--- src/logic/dcf_pkg.sv ---
// Package with the register map, field layout and carrier types of the capability block.
// What this block does
// - Bits 15:12 always read 0x3, the smallest clock divider, meaning a 50 MHz core clock.
// - Bits 9:8 always read 0x2, meaning a top converter rate of 500K samples per second.
// - The converter rate field is read-only and holds its encoded constant from reset on.
// - Bit 7 reads 1 because the memory protection unit is built in.
// - Bit 6 reads 1 because the hibernation module is built in.
// - Bit 5 reads 1 because the on-chip temperature sensor is built in.
// - Bit 4 reads 1 because the on-chip phase-locked loop is built in.
// - Bit 3 reads 1 because the watchdog timer is built in.
// - Bit 2 reads 1 because the serial trace output port is built in.
// - Bit 1 reads 1 because the two-wire serial debug port is built in.
// - Bit 0 reads 1 because the boundary-scan debug interface is built in.
package dcf_pkg;

	localparam int ADDR_W = 12;
	localparam int DATA_W = 32;

	localparam logic [11:0] CAP_ONE_OFFSET = 12'h010;
	localparam logic [11:0] CTRL_OFFSET    = 12'h020;
	localparam logic [11:0] STAT_OFFSET    = 12'h024;

	localparam logic [3:0] MIN_CLOCK_DIVIDER_VAL = 4'h3;
	localparam logic [1:0] MAX_SAMPLE_RATE_VAL   = 2'h2;
	localparam logic [1:0] RESERVED_VAL          = 2'h0;
	localparam logic       PRESENT               = 1'b1;

	localparam int CTRL_ERR_ON_WRITE_BIT = 0;
	localparam logic        CTRL_RESET   = 1'b0;
	localparam logic [15:0] STAT_RESET   = 16'h0000;
	localparam logic [15:0] STAT_MAX     = 16'hffff;

	typedef enum logic [1:0] {
		DCF_SEL_CAP,
		DCF_SEL_CTRL,
		DCF_SEL_STAT,
		DCF_SEL_NONE
	} dcf_sel_t;

	typedef struct packed {
		logic [3:0] min_clock_divider;
		logic [1:0] reserved;
		logic [1:0] max_sample_rate;
		logic       protection_unit_present;
		logic       hibernate_present;
		logic       temp_sensor_present;
		logic       pll_present;
		logic       watchdog_present;
		logic       trace_out_present;
		logic       wire_debug_present;
		logic       scan_debug_present;
	} dcf_cap_low_t;

	localparam dcf_cap_low_t CAP_LOW_VAL = '{
		min_clock_divider:       MIN_CLOCK_DIVIDER_VAL,
		reserved:                RESERVED_VAL,
		max_sample_rate:         MAX_SAMPLE_RATE_VAL,
		protection_unit_present: PRESENT,
		hibernate_present:       PRESENT,
		temp_sensor_present:     PRESENT,
		pll_present:             PRESENT,
		watchdog_present:        PRESENT,
		trace_out_present:       PRESENT,
		wire_debug_present:      PRESENT,
		scan_debug_present:      PRESENT
	};

	typedef struct packed {
		logic              psel;
		logic              penable;
		logic              pwrite;
		logic [ADDR_W-1:0] paddr;
		logic [DATA_W-1:0] pwdata;
	} dcf_apb_req_t;

endpackage : dcf_pkg

--- src/logic/dcf_capability_regs.sv ---
// APB slave that presents the read-only capability word plus its control and status words.
//
// Implementation choices: the address map and the APB slave port.
`timescale 1ns/10ps
module dcf_capability_regs (
	// Clock and reset.
	input  wire logic        clk,
	input  wire logic        rst,
	// APB request.
	input  wire logic        psel,
	input  wire logic        penable,
	input  wire logic        pwrite,
	input  wire logic [11:0] paddr,
	input  wire logic [31:0] pwdata,
	// APB answer.
	output logic      [31:0] prdata,
	output logic             pready,
	output logic             pslverr
);

	dcf_pkg::dcf_apb_req_t req;
	dcf_pkg::dcf_sel_t     sel;
	logic [31:0]           cap_word;
	logic                  setup;
	logic                  access;
	logic [31:0]           rd_mux;

	logic        next_pready;
	logic        next_pslverr;
	logic [31:0] next_prdata;

	logic        err_on_write;
	logic        next_err_on_write;
	logic [15:0] ignored_writes;
	logic [15:0] next_ignored_writes;

	assign req.psel    = psel;
	assign req.penable = penable;
	assign req.pwrite  = pwrite;
	assign req.paddr   = paddr;
	assign req.pwdata  = pwdata;

	dcf_cap_word u_cap_word (
		.cap_word (cap_word)
	);

	dcf_addr_decode u_addr_decode (
		.paddr (req.paddr),
		.sel   (sel)
	);

	assign setup  = req.psel && !req.penable;
	assign access = req.psel && req.penable && pready;

	always_comb begin
		unique case (sel)
			dcf_pkg::DCF_SEL_CAP:  rd_mux = cap_word;
			dcf_pkg::DCF_SEL_CTRL: rd_mux = {31'h0000_0000, err_on_write};
			dcf_pkg::DCF_SEL_STAT: rd_mux = {16'h0000, ignored_writes};
			dcf_pkg::DCF_SEL_NONE: rd_mux = 32'h0000_0000;
		endcase
	end

	// The answer is prepared in the setup cycle so that pready and prdata come from flops.
	always_comb begin
		next_pready  = setup;
		next_prdata  = prdata;
		next_pslverr = 1'b0;
		if (setup) begin
			next_prdata = req.pwrite ? 32'h0000_0000 : rd_mux;
			if (sel == dcf_pkg::DCF_SEL_NONE) begin
				next_pslverr = 1'b1;
			end else if (req.pwrite && sel == dcf_pkg::DCF_SEL_CAP) begin
				next_pslverr = err_on_write;
			end else if (req.pwrite && sel == dcf_pkg::DCF_SEL_STAT) begin
				next_pslverr = err_on_write;
			end
		end
	end

	always_ff @(posedge clk) begin
		if (rst) begin
			pready  <= 1'b0;
			pslverr <= 1'b0;
			prdata  <= 32'h0000_0000;
		end else begin
			pready  <= next_pready;
			pslverr <= next_pslverr;
			prdata  <= next_prdata;
		end
	end

	// A write to the capability word changes nothing but the count of ignored writes.
	always_comb begin
		next_err_on_write   = err_on_write;
		next_ignored_writes = ignored_writes;
		if (access && req.pwrite) begin
			unique case (sel)
				dcf_pkg::DCF_SEL_CTRL: begin
					next_err_on_write = req.pwdata[dcf_pkg::CTRL_ERR_ON_WRITE_BIT];
				end
				dcf_pkg::DCF_SEL_CAP: begin
					// The count saturates so that a long run of stray writes cannot wrap to zero.
					if (ignored_writes != dcf_pkg::STAT_MAX) begin
						next_ignored_writes = ignored_writes + 16'h0001;
					end
				end
				dcf_pkg::DCF_SEL_STAT: begin
					next_ignored_writes = dcf_pkg::STAT_RESET;
				end
				dcf_pkg::DCF_SEL_NONE: begin
					next_ignored_writes = ignored_writes;
				end
			endcase
		end
	end

	always_ff @(posedge clk) begin
		if (rst) begin
			err_on_write   <= dcf_pkg::CTRL_RESET;
			ignored_writes <= dcf_pkg::STAT_RESET;
		end else begin
			err_on_write   <= next_err_on_write;
			ignored_writes <= next_ignored_writes;
		end
	end

	// Helper terms for the checks below.
	logic rd_cap_acc;
	logic wr_cap_acc;
	logic rd_cap_setup;
	assign rd_cap_acc   = access && !req.pwrite && sel == dcf_pkg::DCF_SEL_CAP;
	assign wr_cap_acc   = access && req.pwrite && sel == dcf_pkg::DCF_SEL_CAP;
	assign rd_cap_setup = setup && !req.pwrite && sel == dcf_pkg::DCF_SEL_CAP;

	a_min_divider: assert property (
		@(posedge clk) disable iff (rst)
		rd_cap_acc |-> prdata[15:12] == 4'h3
	) else $error("minimum divider field is not 0x3");

	a_rate_field: assert property (
		@(posedge clk) disable iff (rst)
		rd_cap_setup |=> pready && prdata[9:8] == 2'h2
	) else $error("rate field is not 0x2 one cycle after setup");

	a_rate_readonly: assert property (
		@(posedge clk) disable iff (rst)
		wr_cap_acc ##1 rd_cap_setup |=> prdata[9:8] == 2'h2 && !pslverr
	) else $error("rate field changed after a write");

	a_mpu_bit: assert property (
		@(posedge clk) disable iff (rst)
		rd_cap_acc |-> prdata[7] && !pslverr
	) else $error("protection unit bit is not set");

	a_hib_bit: assert property (
		@(posedge clk) disable iff (rst)
		rd_cap_setup ##1 rd_cap_acc |-> prdata[6] == 1'b1
	) else $error("hibernate bit is not set");

	a_temp_bit: assert property (
		@(posedge clk) disable iff (rst)
		rd_cap_acc |-> prdata[5] == 1'b1 && pready
	) else $error("temperature sensor bit is not set");

	a_pll_bit: assert property (
		@(posedge clk) disable iff (rst)
		rd_cap_setup |-> ##1 prdata[4]
	) else $error("pll bit is not set");

	a_wdog_bit: assert property (
		@(posedge clk) disable iff (rst)
		rd_cap_acc |-> prdata[3]
	) else $error("watchdog bit is not set");

	a_trace_bit: assert property (
		@(posedge clk) disable iff (rst)
		rd_cap_acc |-> prdata[2] == 1'b1
	) else $error("trace port bit is not set");

	a_wire_dbg_bit: assert property (
		@(posedge clk) disable iff (rst)
		rd_cap_acc |-> prdata[1] == 1'b1
	) else $error("serial debug bit is not set");

	a_scan_dbg_bit: assert property (
		@(posedge clk) disable iff (rst)
		rd_cap_acc |-> prdata[0] == 1'b1
	) else $error("boundary-scan bit is not set");

	a_low_word: assert property (
		@(posedge clk) disable iff (rst)
		rd_cap_acc |-> prdata == 32'h0000_32ff
	) else $error("capability word is not 0x000032ff");

	a_write_ignored: assert property (
		@(posedge clk) disable iff (rst)
		wr_cap_acc && ignored_writes != 16'hffff |=>
			ignored_writes == $past(ignored_writes) + 16'h0001 && cap_word == 32'h0000_32ff
	) else $error("write to capability word was not ignored and counted");

	a_write_error: assert property (
		@(posedge clk) disable iff (rst)
		setup && req.pwrite && sel == dcf_pkg::DCF_SEL_CAP |=> pslverr == $past(err_on_write)
	) else $error("error answer does not follow the control bit");

	a_stat_write_err: assert property (
		@(posedge clk) disable iff (rst)
		setup && req.pwrite && sel == dcf_pkg::DCF_SEL_STAT |=> pslverr == $past(err_on_write)
	) else $error("status write error answer does not follow the control bit");

	a_unmapped_err: assert property (
		@(posedge clk) disable iff (rst)
		setup && sel == dcf_pkg::DCF_SEL_NONE |=> pready && pslverr && prdata == 32'h0000_0000
	) else $error("unmapped access did not answer with an error and zero data");

	a_ready_pulse: assert property (
		@(posedge clk) disable iff (rst)
		pready |=> !pready
	) else $error("pready stood for more than one cycle");

endmodule : dcf_capability_regs

--- src/logic/dcf_cap_word.sv ---
// Builds the constant capability word from its packed fields.
`timescale 1ns/10ps
module dcf_cap_word (
	// Capability word.
	output wire logic [31:0] cap_word
);

	dcf_pkg::dcf_cap_low_t fields;

	// Every field is a tie-off, so no write path can ever reach them.
	assign fields   = dcf_pkg::CAP_LOW_VAL;
	// Upper fields belong to other logic and read as zero here.
	assign cap_word = {16'h0000, fields};

endmodule : dcf_cap_word

--- src/logic/dcf_addr_decode.sv ---
// Decodes an APB address into a register select.
`timescale 1ns/10ps
module dcf_addr_decode (
	// Address in.
	input  wire logic [11:0]      paddr,
	// Register select out.
	output dcf_pkg::dcf_sel_t     sel
);

	function automatic dcf_pkg::dcf_sel_t decode(input logic [11:0] addr);
		unique case (addr)
			dcf_pkg::CAP_ONE_OFFSET: decode = dcf_pkg::DCF_SEL_CAP;
			dcf_pkg::CTRL_OFFSET:    decode = dcf_pkg::DCF_SEL_CTRL;
			dcf_pkg::STAT_OFFSET:    decode = dcf_pkg::DCF_SEL_STAT;
			default:                 decode = dcf_pkg::DCF_SEL_NONE;
		endcase
	endfunction : decode

	assign sel = decode(paddr);

endmodule : dcf_addr_decode

--- config.mk ---
export PLATFORM = sky130hd
export DESIGN_NAME = dcf_capability_regs
export DESIGN_NICKNAME = d
export VERILOG_FILES = /design/src/logic/dcf_pkg.sv /design/src/logic/dcf_capability_regs.sv /design/src/logic/dcf_cap_word.sv /design/src/logic/dcf_addr_decode.sv
export SDC_FILE = /design/constraint.sdc
export NUM_CORES = 1
export LEC_CHECK = 0
export ABC_CLOCK_PERIOD_IN_PS = 2000
export CAP_MARGIN = 5
export CORE_MARGIN = 5
export CORE_UTILIZATION = 55
export CTS_CLUSTER_DIAMETER = 40
export DETAILED_ROUTE_END_ITERATION = 7
export DONT_BUFFER_PORTS = 1
export PLACE_DENSITY = 0.85
export SYNTH_ARGS = -nofsm -noshare
export SYNTH_HDL_FRONTEND = slang
export SYNTH_SLANG_ARGS = --single-unit
--- constraint.sdc ---
create_clock -name clk -period 2 [get_ports clk]
set_input_delay 0.3 -clock clk [delete_from_list [all_inputs] [get_ports clk]]
set_output_delay 0.3 -clock clk [all_outputs]
set_load 0.02 [all_outputs]
# [Word-level counts from Yosys, hierarchy flattened]
# Index checks and enable logic that the tools add are counted.
# W data, S select, Z words.
[totals] register_bits=51 input_bits=49 out_inout_bits=34
[op_classes] add_sub_neg=1 n_eq_ne=8 n_mux=8 bitwise_logic=1 reduce_logical=12
[ops] op="$pmux W32 S4" count=1
[ops] op="$mux W32" count=1
[ops] op="$pmux W16 S2" count=1
[ops] op="$eq A12 B6 Y1 const B" count=2
[ops] op="$add A16 B1 Y16 const B" count=1
[ops] op="$mux W16" count=1
[ops] op="$ne A16 B16 Y1 const B" count=1
[ops] op="$eq A12 B5 Y1 const B" count=1
[ops] op="$logic_and A1 B1 Y1" count=6
[ops] op="$pmux W2 S3" count=1
[ops] op="$eq A2 B2 Y1 const B" count=2
[ops] op="$mux W1" count=3
[ops] op="$reduce_and A3 Y1" count=1
[ops] op="$eq A2 B1 Y1 const B" count=1
[ops] op="$logic_not A2 Y1" count=1
[ops] op="$ne A2 B2 Y1 const B" count=1
[ops] op="$reduce_and A2 Y1" count=1
[ops] op="$reduce_bool A2 Y1" count=1
[ops] op="$reduce_or A2 Y1" count=1
[ops] op="$logic_not A1 Y1" count=1
[ops] op="$not A1 Y1" count=1

# [Longest topological paths before layout]
# Gate-level depths: netlist (run 1).
[depth] ltp_word=7 mapped_depth=7 ltp_nobuf=6

# [Cells and area by module]
# From an unflattened synthesis (run 1), not the netlist that was laid out.
[unflattened] cells_unflattened=298 area_unflattened_um2=2528.7
[by_module_without_submodules] mod="dcf_capability_regs" instances=1 cells_per_inst=255 area_each_um2=2219.6
[by_module_without_submodules] mod="dcf_cap_word" instances=1 cells_per_inst=34 area_each_um2=247.7
[by_module_without_submodules] mod="dcf_addr_decode" instances=1 cells_per_inst=9 area_each_um2=61.3

# [Least setup slack after synthesis (run 1)]
# OpenSTA, ideal clock, no wires.
[synth_timing] kind="flip-flop to flip-flop" start="reg ignored_writes[0]" end="reg ignored_writes[4]" setup_ns=0.137 arrival_ns=1.707 required_time_ns=1.863 setup_slack_ns=0.155 path_stages_with_launch=8 path_cell_list="dfxtp_1 ha_1 nand3_1 nor3_1 a211oi_2 buf_6 a41oi_2 a311oi_2"
[synth_via] elab_chain_len=3 word_cells_on_any_way=6 classes_between="add/sub: 1; eq/ne: 2; mux: 2; reduce/logical: 1"
[synth_rtl] element="from (decl)" line_no="dcf_capability_regs.sv:34" text="logic [15:0] ignored_writes;"
[synth_rtl] element="from (signal assigned)" line_no="dcf_capability_regs.sv:121" text="ignored_writes <= dcf_pkg::STAT_RESET;"
[synth_rtl] element="from (signal assigned)" line_no="dcf_capability_regs.sv:124" text="ignored_writes <= next_ignored_writes;"
[synth_rtl] element="$add A16 B1 Y16 / $ne A16 B16 Y1 (equally long branches)" line_no="dcf_capability_regs.sv:105, dcf_capability_regs.sv:104"
[synth_rtl] element="$mux W16 / $ne A2 B2 Y1 (equally long branches)"
[synth_rtl] element="$pmux W16 S2 / $reduce_and A3 Y1 (equally long branches)"
# Several ways; a longest one is shown, not always the timed one. The select of a mux whose other input is x is not followed.
# A chain may end at the register's enable or synchronous reset.

# [Final worst setup path (run 1)]
[layout_timing] start="reg ignored_writes[0]" end="reg ignored_writes[8]"
# The elaborated chain is that of the path after synthesis.

==> impl_metrics.csv, run 1 <==
group,metric,value,unit
routing,drt-initial-drc-count,158,
finish,drive_gt1_share,15.1,%
floorplan,start_util,56.2,%
critical_path,crit_path_start_kind,"flip-flop",
pwr,p_leak,0.666,nW
floorplan,io_pins,83,
synth,ys_types,40,
synth,synth_area_leaders,"dfxtp_1, a21oi_1, buf_4",
sta,holdWs,0.00677,ns
critical_path,path_class,"flip-flop to flip-flop",
finish,multi_input_area,1030,sq um
finish,n_fill_cell,307,
critical_path,timing.rr.start,"ignored_writes[0]$_SDFFE_PP0P_",
floorplan,dieArea,4610,sq um
floorplan,die_width,67.9,um
finish,layout_common_cells,"dfxtp_1, nand2_1, a21oi_1",
sta,finalCritPeriodShare,92.2,%
clock_tree,clock_path_buffers,2,
min_path,hold_class,"input pin to flip-flop",
finish,nNetsFinal,282,
routing,via_per_inst,5.74,
routing,wire_per_inst,14.5,um
synth,yosys.area.top_type,"dfxtp_1",
placement,gp_congestion,0.876,
grt,antenna_found_initial,0,
routing,ant_nets,0,
min_path,min_from,"rst",
floorplan,die_y,67.9,um
clock_tree,cts_sinks,35,
grt,grt_pass1_vias,1368,
pwr,powerDensity,591,nW/um^2
floorplan,rows,21,
critical_path,required,2.25,ns
sta,rsz0062_at_grt,"false",
synth,ys_seq_area_share,38.0,%
sta,max_slew_margin,29.9,%
finish,layout_commonest_cell,"dfxtp_1",
routing,drt-total-wl,4030,um
routing,drc,0,
routing,vias,1597,
sta,hold_viol,0,
synth,synthFlopType,"dfxtp_1",
synth,synth_edf_count,0,
sta,fin_worst_skew,0.00854,ns
critical_path,crit_arrival,2.10,ns
grt,track_usage,18.2,%
run,drv_cap,0,
critical_path,crit_fanout,7,
critical_path,critPathLaunch,"ignored_writes[0]$_SDFFE_PP0P_",
grt,grt_pass1_wl,6380,um
grt,grt_max_degree,37,
clock_tree,cts_tree,"yes",
clock_tree,clk_pin_slew,0.10,ns
placement,hpwl,2820,um
sta,worst_pin_slew,1.05,ns
critical_path,r2r_slack,0.16,ns
synth,syn_avg_cell_area,8.35,sq um
pwr,ir_drop,0.000224,V
sta,finalCriticalPeriod,1.84,ns
sta,finalSetupTns,0,ns
sta,setup_viol,0,
clock_tree,cts_made_buffers,5,
clock_tree,clock_latency,0.35,ns
finish,area_growth_syn_to_layout,6.78,%
critical_path,cp-end-kind,"flip-flop",
synth,synthArstFlopShare,0,%
clock_tree,cts-root-buf,"clkbuf_4",
clock_tree,cts.htree.levels,2,
routing,first_pass_iters,4,
floorplan,coreArea,3280,sq um
finish,num_antenna_cells,0,
synth,synth_top_area_share,38.0,%
synth,ys_warn_count,0,
clock_tree,cts_setup_buffers,0,
finish,regArea,701,sq um
synth,syn_inst,221,
pwr,total_power,1.16,mW
grt,gr-total-overflow,0,
synth,synth.cell_area,1850,sq um
synth,ys_seq_elements,35,
sta,max_freq,543,MHz
sta,slew_violations,0,
placement,portBuffers,0,
run_status,outcome,"complete, no violations",
-- path summary, 6_finish.rpt --
check	endpoint	cells past startpoint
setup / recovery	ignored_writes[8]$_SDFFE_PP0P_	6
hold / removal	ignored_writes[3]$_SDFFE_PP0P_	1
setup reg to reg	ignored_writes[8]$_SDFFE_PP0P_	6
hold reg to reg	prdata[15]$_SDFFE_PP0P_	2
-- metrics by stage --
step | area (sq um) | utilization (%) | std cells | worst slack, ns
after floorplan | 1900 | - | 236 | 0.155
final | 1970 | 60.0 | 278 | 0.157
after global routing | 1970 | 60.0 | 278 | 0.0108
after detailed placement | 1890 | 57.7 | 270 | 0.148
after CTS | 1950 | 59.4 | 277 | 0.117
after global placement | 1890 | 57.7 | 270 | 0.160
-- timing repair --
item | CTS | global route
hold buffers | 0 | 1
resized for setup | 0 | 2
hold endpoints to repair | 0 | 26
endpoints found under the setup margin | 0 | 6
-- metal layers --
layer,share of wire [%],global-route usage [%],vias up
met5,0,0,-
met4,1.7,7.44,0
met3,7.4,4.93,7
met2,48,29.6,49
met1,43,22.7,742
li1,-,-,799
-- cell type report --
| cell class | instances | area share, % |
|---|---|---|
| Timing Repair Buffer | 16 | 6.22 |
| Clock buffer | 6 | 2.60 |
| Multi-Input combinational cell | 172 | 52.1 |
| Tap cell | 46 | 2.92 |
| Clock inverter | 1 | 0.254 |
| Inverter | 2 | 0.381 |
| Sequential cell | 35 | 35.6 |
-- worst max-delay path: stages (launching register included) --
cell      delay (ns)
dfxtp_1         0.35
ha_1            0.23
nand3_1         0.21
nor3_2          0.33
a311oi_2        0.16
buf_4           0.19
a311oi_1        0.28
-- power breakdown --
part           leakage, nW  switching, mW  internal, mW
registers            0.282        0.00167         0.698
clock network       0.0341          0.234         0.163
logic                0.350         0.0554        0.0133
total                0.666          0.291         0.874
-- kinds of logic after synthesis --
group | count (synthesis) | synth area share [%]
flip-flops | 35 | 38.0
other | 1 | 0.203
adder cells (fa/ha/maj) | 1 | 0.678
buffers and inverters | 29 | 10.0
AND/OR/NAND/NOR | 88 | 26.6
AO/OA/AOI/OAI | 67 | 24.5
-- cell usage after synthesis (all sizes together), types with 3 or more instances --
master	count
dfxtp	35
nand2	31
a21oi	27
buf	20
o21ai	15
nand3	14
a311oi	11
nor2	10
clkbuf	7
nand2b	7
nor3	6
nand4	5
a31oi	4
a211oi	3
a41oi	3
nor2b	3
-- registers in the layout, summed over array words and instances (netlist names) --
name	count
err_on_write	1
ignored_writes	16
prdata	16
pready	1
pslverr	1
(Power assumes the default switching activity.)
==> run 2, diff against run 1 <==
--- a/config.mk
+++ b/config.mk
@@ -7,7 +7,6 @@
 export LEC_CHECK = 0
 export ABC_CLOCK_PERIOD_IN_PS = 2000
 export CAP_MARGIN = 5
-export CORE_MARGIN = 5
 export CORE_UTILIZATION = 55
 export CTS_CLUSTER_DIAMETER = 40
 export DETAILED_ROUTE_END_ITERATION = 7
@@ -15,4 +14,5 @@
 export PLACE_DENSITY = 0.85
 export SYNTH_ARGS = -nofsm -noshare
 export SYNTH_HDL_FRONTEND = slang
+export SYNTH_HIERARCHICAL = 1
 export SYNTH_SLANG_ARGS = --single-unit
==> run 2 against run 1 <==
  * Non-clock buffer count rose by 9
  * Count of clock-buffer cells in the layout decreased by 1
  * Final cell count increased by 29%
  * Critical path depth unchanged
  * Critical endpoint is now ignored_writes[12]$_SDFFE_PP0P_
  * Highest routed layer unchanged
==> impl_metrics.csv, run 2 <==
group,metric,value,unit
pwr,ir_drop,0.000421,V
synth,synth.area.mux_share,1.19,%
finish,layout_common_cells,"dfxtp_1, nor2_1, conb_1",
routing,first_pass_iters,8,
placement,portBuffers,0,
sta,slew_violations,0,
grt,antenna_found_initial,0,
pwr,powerDensity,616,nW/um^2
sta,finalCriticalPeriod,1.86,ns
synth,ys_seq_area_share,40.4,%
synth,ys_seq_elements,51,
synth,synthSimpleGateAreaFrac,22.0,%
floorplan,coreArea,4380,sq um
critical_path,cp-end-kind,"flip-flop",
min_path,hold_class,"input pin to flip-flop",
finish,area_growth_syn_to_layout,5.99,%
min_path,holdPathEnd,"prdata[1]$_SDFFE_PP0N_",
pwr,total_power,1.65,mW
clock_tree,cts_tree,"yes",
placement,post-place-ws,-0.281,ns
finish,nNetsFinal,357,
synth,syn_inst,298,
routing,drt-initial-drc-count,213,
sta,setup_viol,0,
clock_tree,cts_setup_buffers,0,
sta,finalCritPeriodShare,93.2,%
sta,max_freq,537,MHz
critical_path,crit_arrival,2.08,ns
pwr,switchingPower,0.379,mW
synth,synth.cell_area,2530,sq um
synth,synth-xor-area-share,0,%
sta,hold_viol,0,
critical_path,required,2.21,ns
synth,synth_edf_count,0,
floorplan,start_util,57.7,%
finish,reg_top3,"prdata x32, ignored_writes x16",
pwr,p_int,1.27,mW
grt,grt_max_degree,51,
routing,vias,2220,
run,drv_cap,0,
synth,synthFlopType,"dfxtp_1",
clock_tree,cts.htree.levels,2,
critical_path,crit_path_start_kind,"flip-flop",
synth,synth_commonest_cells,"dfxtp_1, nor2_1, buf_4",
synth,synth_fa_ha_area_share,0.495,%
synth,synth_top_family_by_area,"compound AO/OA/AOI/OAI gates",
sta,worst_pin_slew,0.631,ns
sta,fin_worst_skew,0.00730,ns
grt,grt_pass1_vias,2073,
pwr,p_clk_share,36.3,%
critical_path,r2r_slack,0.14,ns
grt,grt_pass1_wl,9490,um
min_path,hold_depth,1,
finish,largest_reg_flops,32,
floorplan,die_y,69.8,um
finish,fin_cells,360,
pwr,combinationalPowerShare,2.1,%
floorplan,die_width,69.8,um
critical_path,path_class,"flip-flop to flip-flop",
sta,rsz0062_at_grt,"false",
routing,drt-total-wl,5570,um
clock_tree,clock_path_buffers,2,
synth,syn_avg_cell_area,8.49,sq um
clock_tree,cts-root-buf,"clkbuf_8",
grt,track_usage,23.7,%
critical_path,r2r-end,"ignored_writes[12]$_SDFFE_PP0P_",
finish,num_antenna_cells,0,
sta,max_slew_margin,57.8,%
synth,synthArstFlopShare,0,%
synth,synth_area_leaders,"dfxtp_1, buf_4, nor2_1",
clock_tree,cts_made_buffers,5,
critical_path,crit_fanout,6,
finish,drive_gt1_share,14.3,%
routing,drc,0,
routing,ant_nets,0,
routing,wire_per_inst,15.5,um
synth,ys_warn_count,6,
synth,synth_compound_area_share,22.6,%
min_path,min_from,"rst",
finish,n_fill_cell,372,
synth,yosysMostFrequentCell,"dfxtp_1",
synth,ys_types,43,
clock_tree,clk_pin_slew,0.10,ns
critical_path,timing.rr.start,"ignored_writes[0]$_SDFFE_PP0P_",
critical_path,r2r_cells,6,
run_status,outcome,"complete, no violations",
pwr,netSwitchingFraction,23.0,%
finish,layout_commonest_cell,"dfxtp_1",
floorplan,rows,24,
floorplan,dieArea,4870,sq um
placement,hpwl,3770,um
synth,yosys.area.top_type,"dfxtp_1",
clock_tree,cts_sinks,51,
finish,top_register,"prdata",
placement,placed_cells,352,
grt,gr-total-overflow,0,
sta,finalWorstSetupSlack,0.137,ns
clock_tree,clock_latency,0.31,ns
finish,multi_input_area,1310,sq um
floorplan,io_pins,83,
pwr,p_leak,0.990,nW
finish,regArea,1020,sq um
synth,synth_top_area_share,40.4,%
placement,gp_congestion,0.937,
routing,via_per_inst,6.17,
pwr,p_seq_share,61.6,%
==> run 2: critical path: stages (launching register included) <==
cell     delay [ns]
dfxtp_1        0.36
ha_1           0.18
nand3_1        0.15
or3_1          0.44
o31a_4         0.33
a211o_1        0.26
o41ai_1        0.05
==> run 2: layout make-up <==
cell class | count | share of cell area, %
repair buffers | 25 | 7.00
clock buffers | 5 | 2.57
well taps | 52 | 2.43
clock inverters | 3 | 0.700
multi-input cells | 222 | 48.9
inverters | 2 | 0.280
flip-flops and latches | 51 | 38.1
==> run 2: timing repair <==
action / 4_1_cts / 5_1_grt
hold endpoints to repair: 0 / 0
endpoints found under the setup margin: 0 / 16
hold buffers: 0 / 0
gates resized for setup: 0 / 2
==> run 2: stage by stage <==
step / setup TNS, ns / instance area (sq um) / utilization (%) / hold WS (ns)
2_1_floorplan: 0 / 2650 / - / 0.444
3_3_place_gp: -2.97 / 2580 / 58.9 / 0.376
3_5_place_dp: -3.82 / 2580 / 58.9 / 0.377
4_1_cts: 0 / 2670 / 60.9 / 0.0510
5_1_grt: 0 / 2680 / 61.1 / 0.0403
6_report: 0 / 2680 / 61.1 / 0.0447
==> run 2: logic make-up after synthesis <==
| group | after synthesis |
|---|---|
| mux | 3 |
| flops | 51 |
| other cells | 2 |
| fa+ha+maj | 1 |
| compound gates | 78 |
| simple gates | 108 |
| buf+inv | 55 |
==> run 2: worst max path at each step <==
stage,from,slack [ns],end
2_1_floorplan,paddr[6],0.03,ignored_writes[12]$_SDFFE_PP0P_
3_3_place_gp,paddr[6],-0.22,prdata[11]$_SDFFE_PP0N_
3_5_place_dp,paddr[6],-0.28,prdata[10]$_SDFFE_PP0N_
4_1_cts,paddr[6],0.04,prdata[10]$_SDFFE_PP0N_
5_1_grt,ignored_writes[0]$_SDFFE_PP0P_,0.03,ignored_writes[2]$_SDFFE_PP0P_
6_report,ignored_writes[0]$_SDFFE_PP0P_,0.14,ignored_writes[12]$_SDFFE_PP0P_
==> run 2: power by group through the flow <==
stage	clock [mW]	combinational, mW	sequential, mW
finish	0.599	0.0349	1.02
global route	0.639	0.0406	1.02
CTS	0.603	0.0329	1.02
detailed placement	0	0.0329	1.04
global placement	0	0.0322	1.04
floorplan	0	0.0832	1.04
==> run 2: routing by layer <==
layer	share of wire, %	up-vias	wire [um]	track usage (%)
met1	42	1053	2330	29.1
met2	48	112	2680	39.9
met4	0.99	0	55	8.00
li1	-	1049	-	-
met3	9.1	6	505	6.69
met5	0	-	0	0
==> run 3, diff against run 2 <==
--- a/config.mk
+++ b/config.mk
@@ -7,6 +7,7 @@
 export LEC_CHECK = 0
 export ABC_CLOCK_PERIOD_IN_PS = 2000
 export CAP_MARGIN = 5
+export CORE_ASPECT_RATIO = 0.8
 export CORE_UTILIZATION = 55
 export CTS_CLUSTER_DIAMETER = 40
 export DETAILED_ROUTE_END_ITERATION = 7
==> run 3 against run 2 <==
  * Sequential cell count stayed put
  * Combinational power down 1%
  * Final cell count increased by 2.8%
  * Critical path depth did not move
  * Via count hardly changed
  * Register-to-register slack hardly changed
  * Critical endpoint unchanged
  * Critical path type unchanged
  * Highest routed layer unchanged
  * Global-route usage grew 2.3 points
  * Wire length up 7.3%
==> impl_metrics.csv, run 3 (same netlist as run 2, synthesis figures left out) <==
group,metric,value,unit
finish,reg_top3,"prdata x32, ignored_writes x16",
clock_tree,cts_sinks,51,
finish,layout_common_cells,"dfxtp_1, nor2_1, conb_1",
floorplan,die_y,62.6,um
sta,fin_worst_skew,0.00803,ns
critical_path,path_class,"flip-flop to flip-flop",
finish,n_fill_cell,366,
run_status,outcome,"complete, no violations",
clock_tree,cts_tree,"yes",
clock_tree,cts_resized,0,
pwr,p_leak,1.02,nW
finish,area_growth_syn_to_layout,9.10,%
routing,drt-initial-drc-count,245,
critical_path,crit_path_start_kind,"flip-flop",
clock_tree,clock_latency,0.32,ns
floorplan,dieArea,4870,sq um
floorplan,die_width,77.8,um
sta,finalCriticalPeriod,1.86,ns
critical_path,crit_fanout,6,
finish,stdcell_area,2760,sq um
clock_tree,cts-root-buf,"clkbuf_8",
placement,portBuffers,0,
pwr,powerDensity,652,nW/um^2
floorplan,io_pins,83,
finish,num_antenna_cells,0,
floorplan,coreArea,4280,sq um
clock_tree,cts.htree.levels,2,
grt,grt_pass1_vias,2138,
pwr,total_power,1.80,mW
sta,max_freq,538,MHz
sta,rsz0062_at_grt,"false",
routing,via_per_inst,6.00,
critical_path,crit_arrival,2.07,ns
finish,drive_gt1_share,16.6,%
critical_path,cp-end-kind,"flip-flop",
placement,hpwl,4120,um
grt,gr-total-overflow,0,
critical_path,required,2.21,ns
routing,wire_per_inst,16.2,um
routing,drt-total-wl,5980,um
placement,gp_congestion,0.874,
floorplan,rows,21,
clock_tree,cts_made_buffers,5,
run,drv_cap,0,
floorplan,start_util,59.0,%
clock_tree,clk_pin_slew,0.10,ns
routing,ant_nets,0,
sta,setup_viol,0,
finish,largest_reg_flops,32,
finish,nNetsFinal,362,
sta,hold_viol,0,
pwr,ir_drop,0.000646,V
routing,first_pass_iters,5,
placement,place_area,2630,sq um
grt,grt_max_degree,51,
finish,top_register,"prdata",
min_path,hold_class,"input pin to flip-flop",
clock_tree,cts_setup_buffers,0,
clock_tree,clock_path_buffers,2,
sta,finalCritPeriodShare,93.0,%
routing,vias,2219,
grt,track_usage,26.1,%
routing,drc,0,
sta,slew_violations,0,
grt,antenna_found_initial,0,
grt,grt_pass1_wl,10000,um
clock_tree,hold_buffers,0,
finish,layout_commonest_cell,"dfxtp_1",
run 3: layout make-up:
type	instances	area (sq um)	area share [%]
Timing Repair Buffer	30	225	8.16
Multi-Input combinational cell	222	1320	47.8
Clock buffer	5	68.8	2.49
Tap cell	57	71.3	2.59
Inverter	2	7.51	0.272
Sequential cell	51	1020	37.0
Clock inverter	3	46.3	1.68
run 3: worst paths after layout:
kind | from | end | slack (ns) | cells after the start
setup / recovery | ignored_writes[0]$_SDFFE_PP0P_ | ignored_writes[12]$_SDFFE_PP0P_ | 0.14 | 6
hold / removal | rst | ignored_writes[1]$_SDFFE_PP0P_ | 0.05 | 1
setup reg to reg | ignored_writes[0]$_SDFFE_PP0P_ | ignored_writes[12]$_SDFFE_PP0P_ | 0.14 | 6
hold reg to reg | ignored_writes[11]$_SDFFE_PP0P_ | ignored_writes[11]$_SDFFE_PP0P_ | 0.54 | 2
run 3: per-stage QoR:
step	cells	setup TNS, ns	setup slack [ns]	hold slack (ns)	util, %
global placement	362	-0.215	-0.0604	0.375	61.3
global route	370	0	0.00949	0.0337	64.4
floorplan	328	0	0.0332	0.444	-
detailed placement	362	-0.404	-0.141	0.377	61.3
finish	370	0	0.141	0.0496	64.4
CTS	370	0	0.0205	0.0371	64.0
run 3: critical path: stages, from the launching register on:
cell and delay, ns:
dfxtp_1 0.35, ha_1 0.20, nand3_2 0.14, or3_4 0.43, o31a_4 0.32, a211o_1 0.26, o41ai_1 0.06
run 3: routing by layer:
| layer | GRT usage, % | vias up | wire [um] | share of wire, % |
|---|---|---|---|---|
| li1 | - | 1059 | - | - |
| met4 | 10.1 | 0 | 77 | 1.3 |
| met1 | 34.2 | 1042 | 2660 | 44 |
| met5 | 0 | - | 0 | 0 |
| met2 | 40.8 | 108 | 2720 | 45 |
| met3 | 7.01 | 10 | 526 | 8.8 |
run 3: power by group:
| part | internal, mW | total (mW) | switching, mW |
|---|---|---|---|
| clock | 0.377 | 0.746 | 0.369 |
| combinational | 0.00954 | 0.0344 | 0.0248 |
| sequential | 1.02 | 1.02 | 0.00172 |
| total | 1.40 | 1.80 | 0.396 |
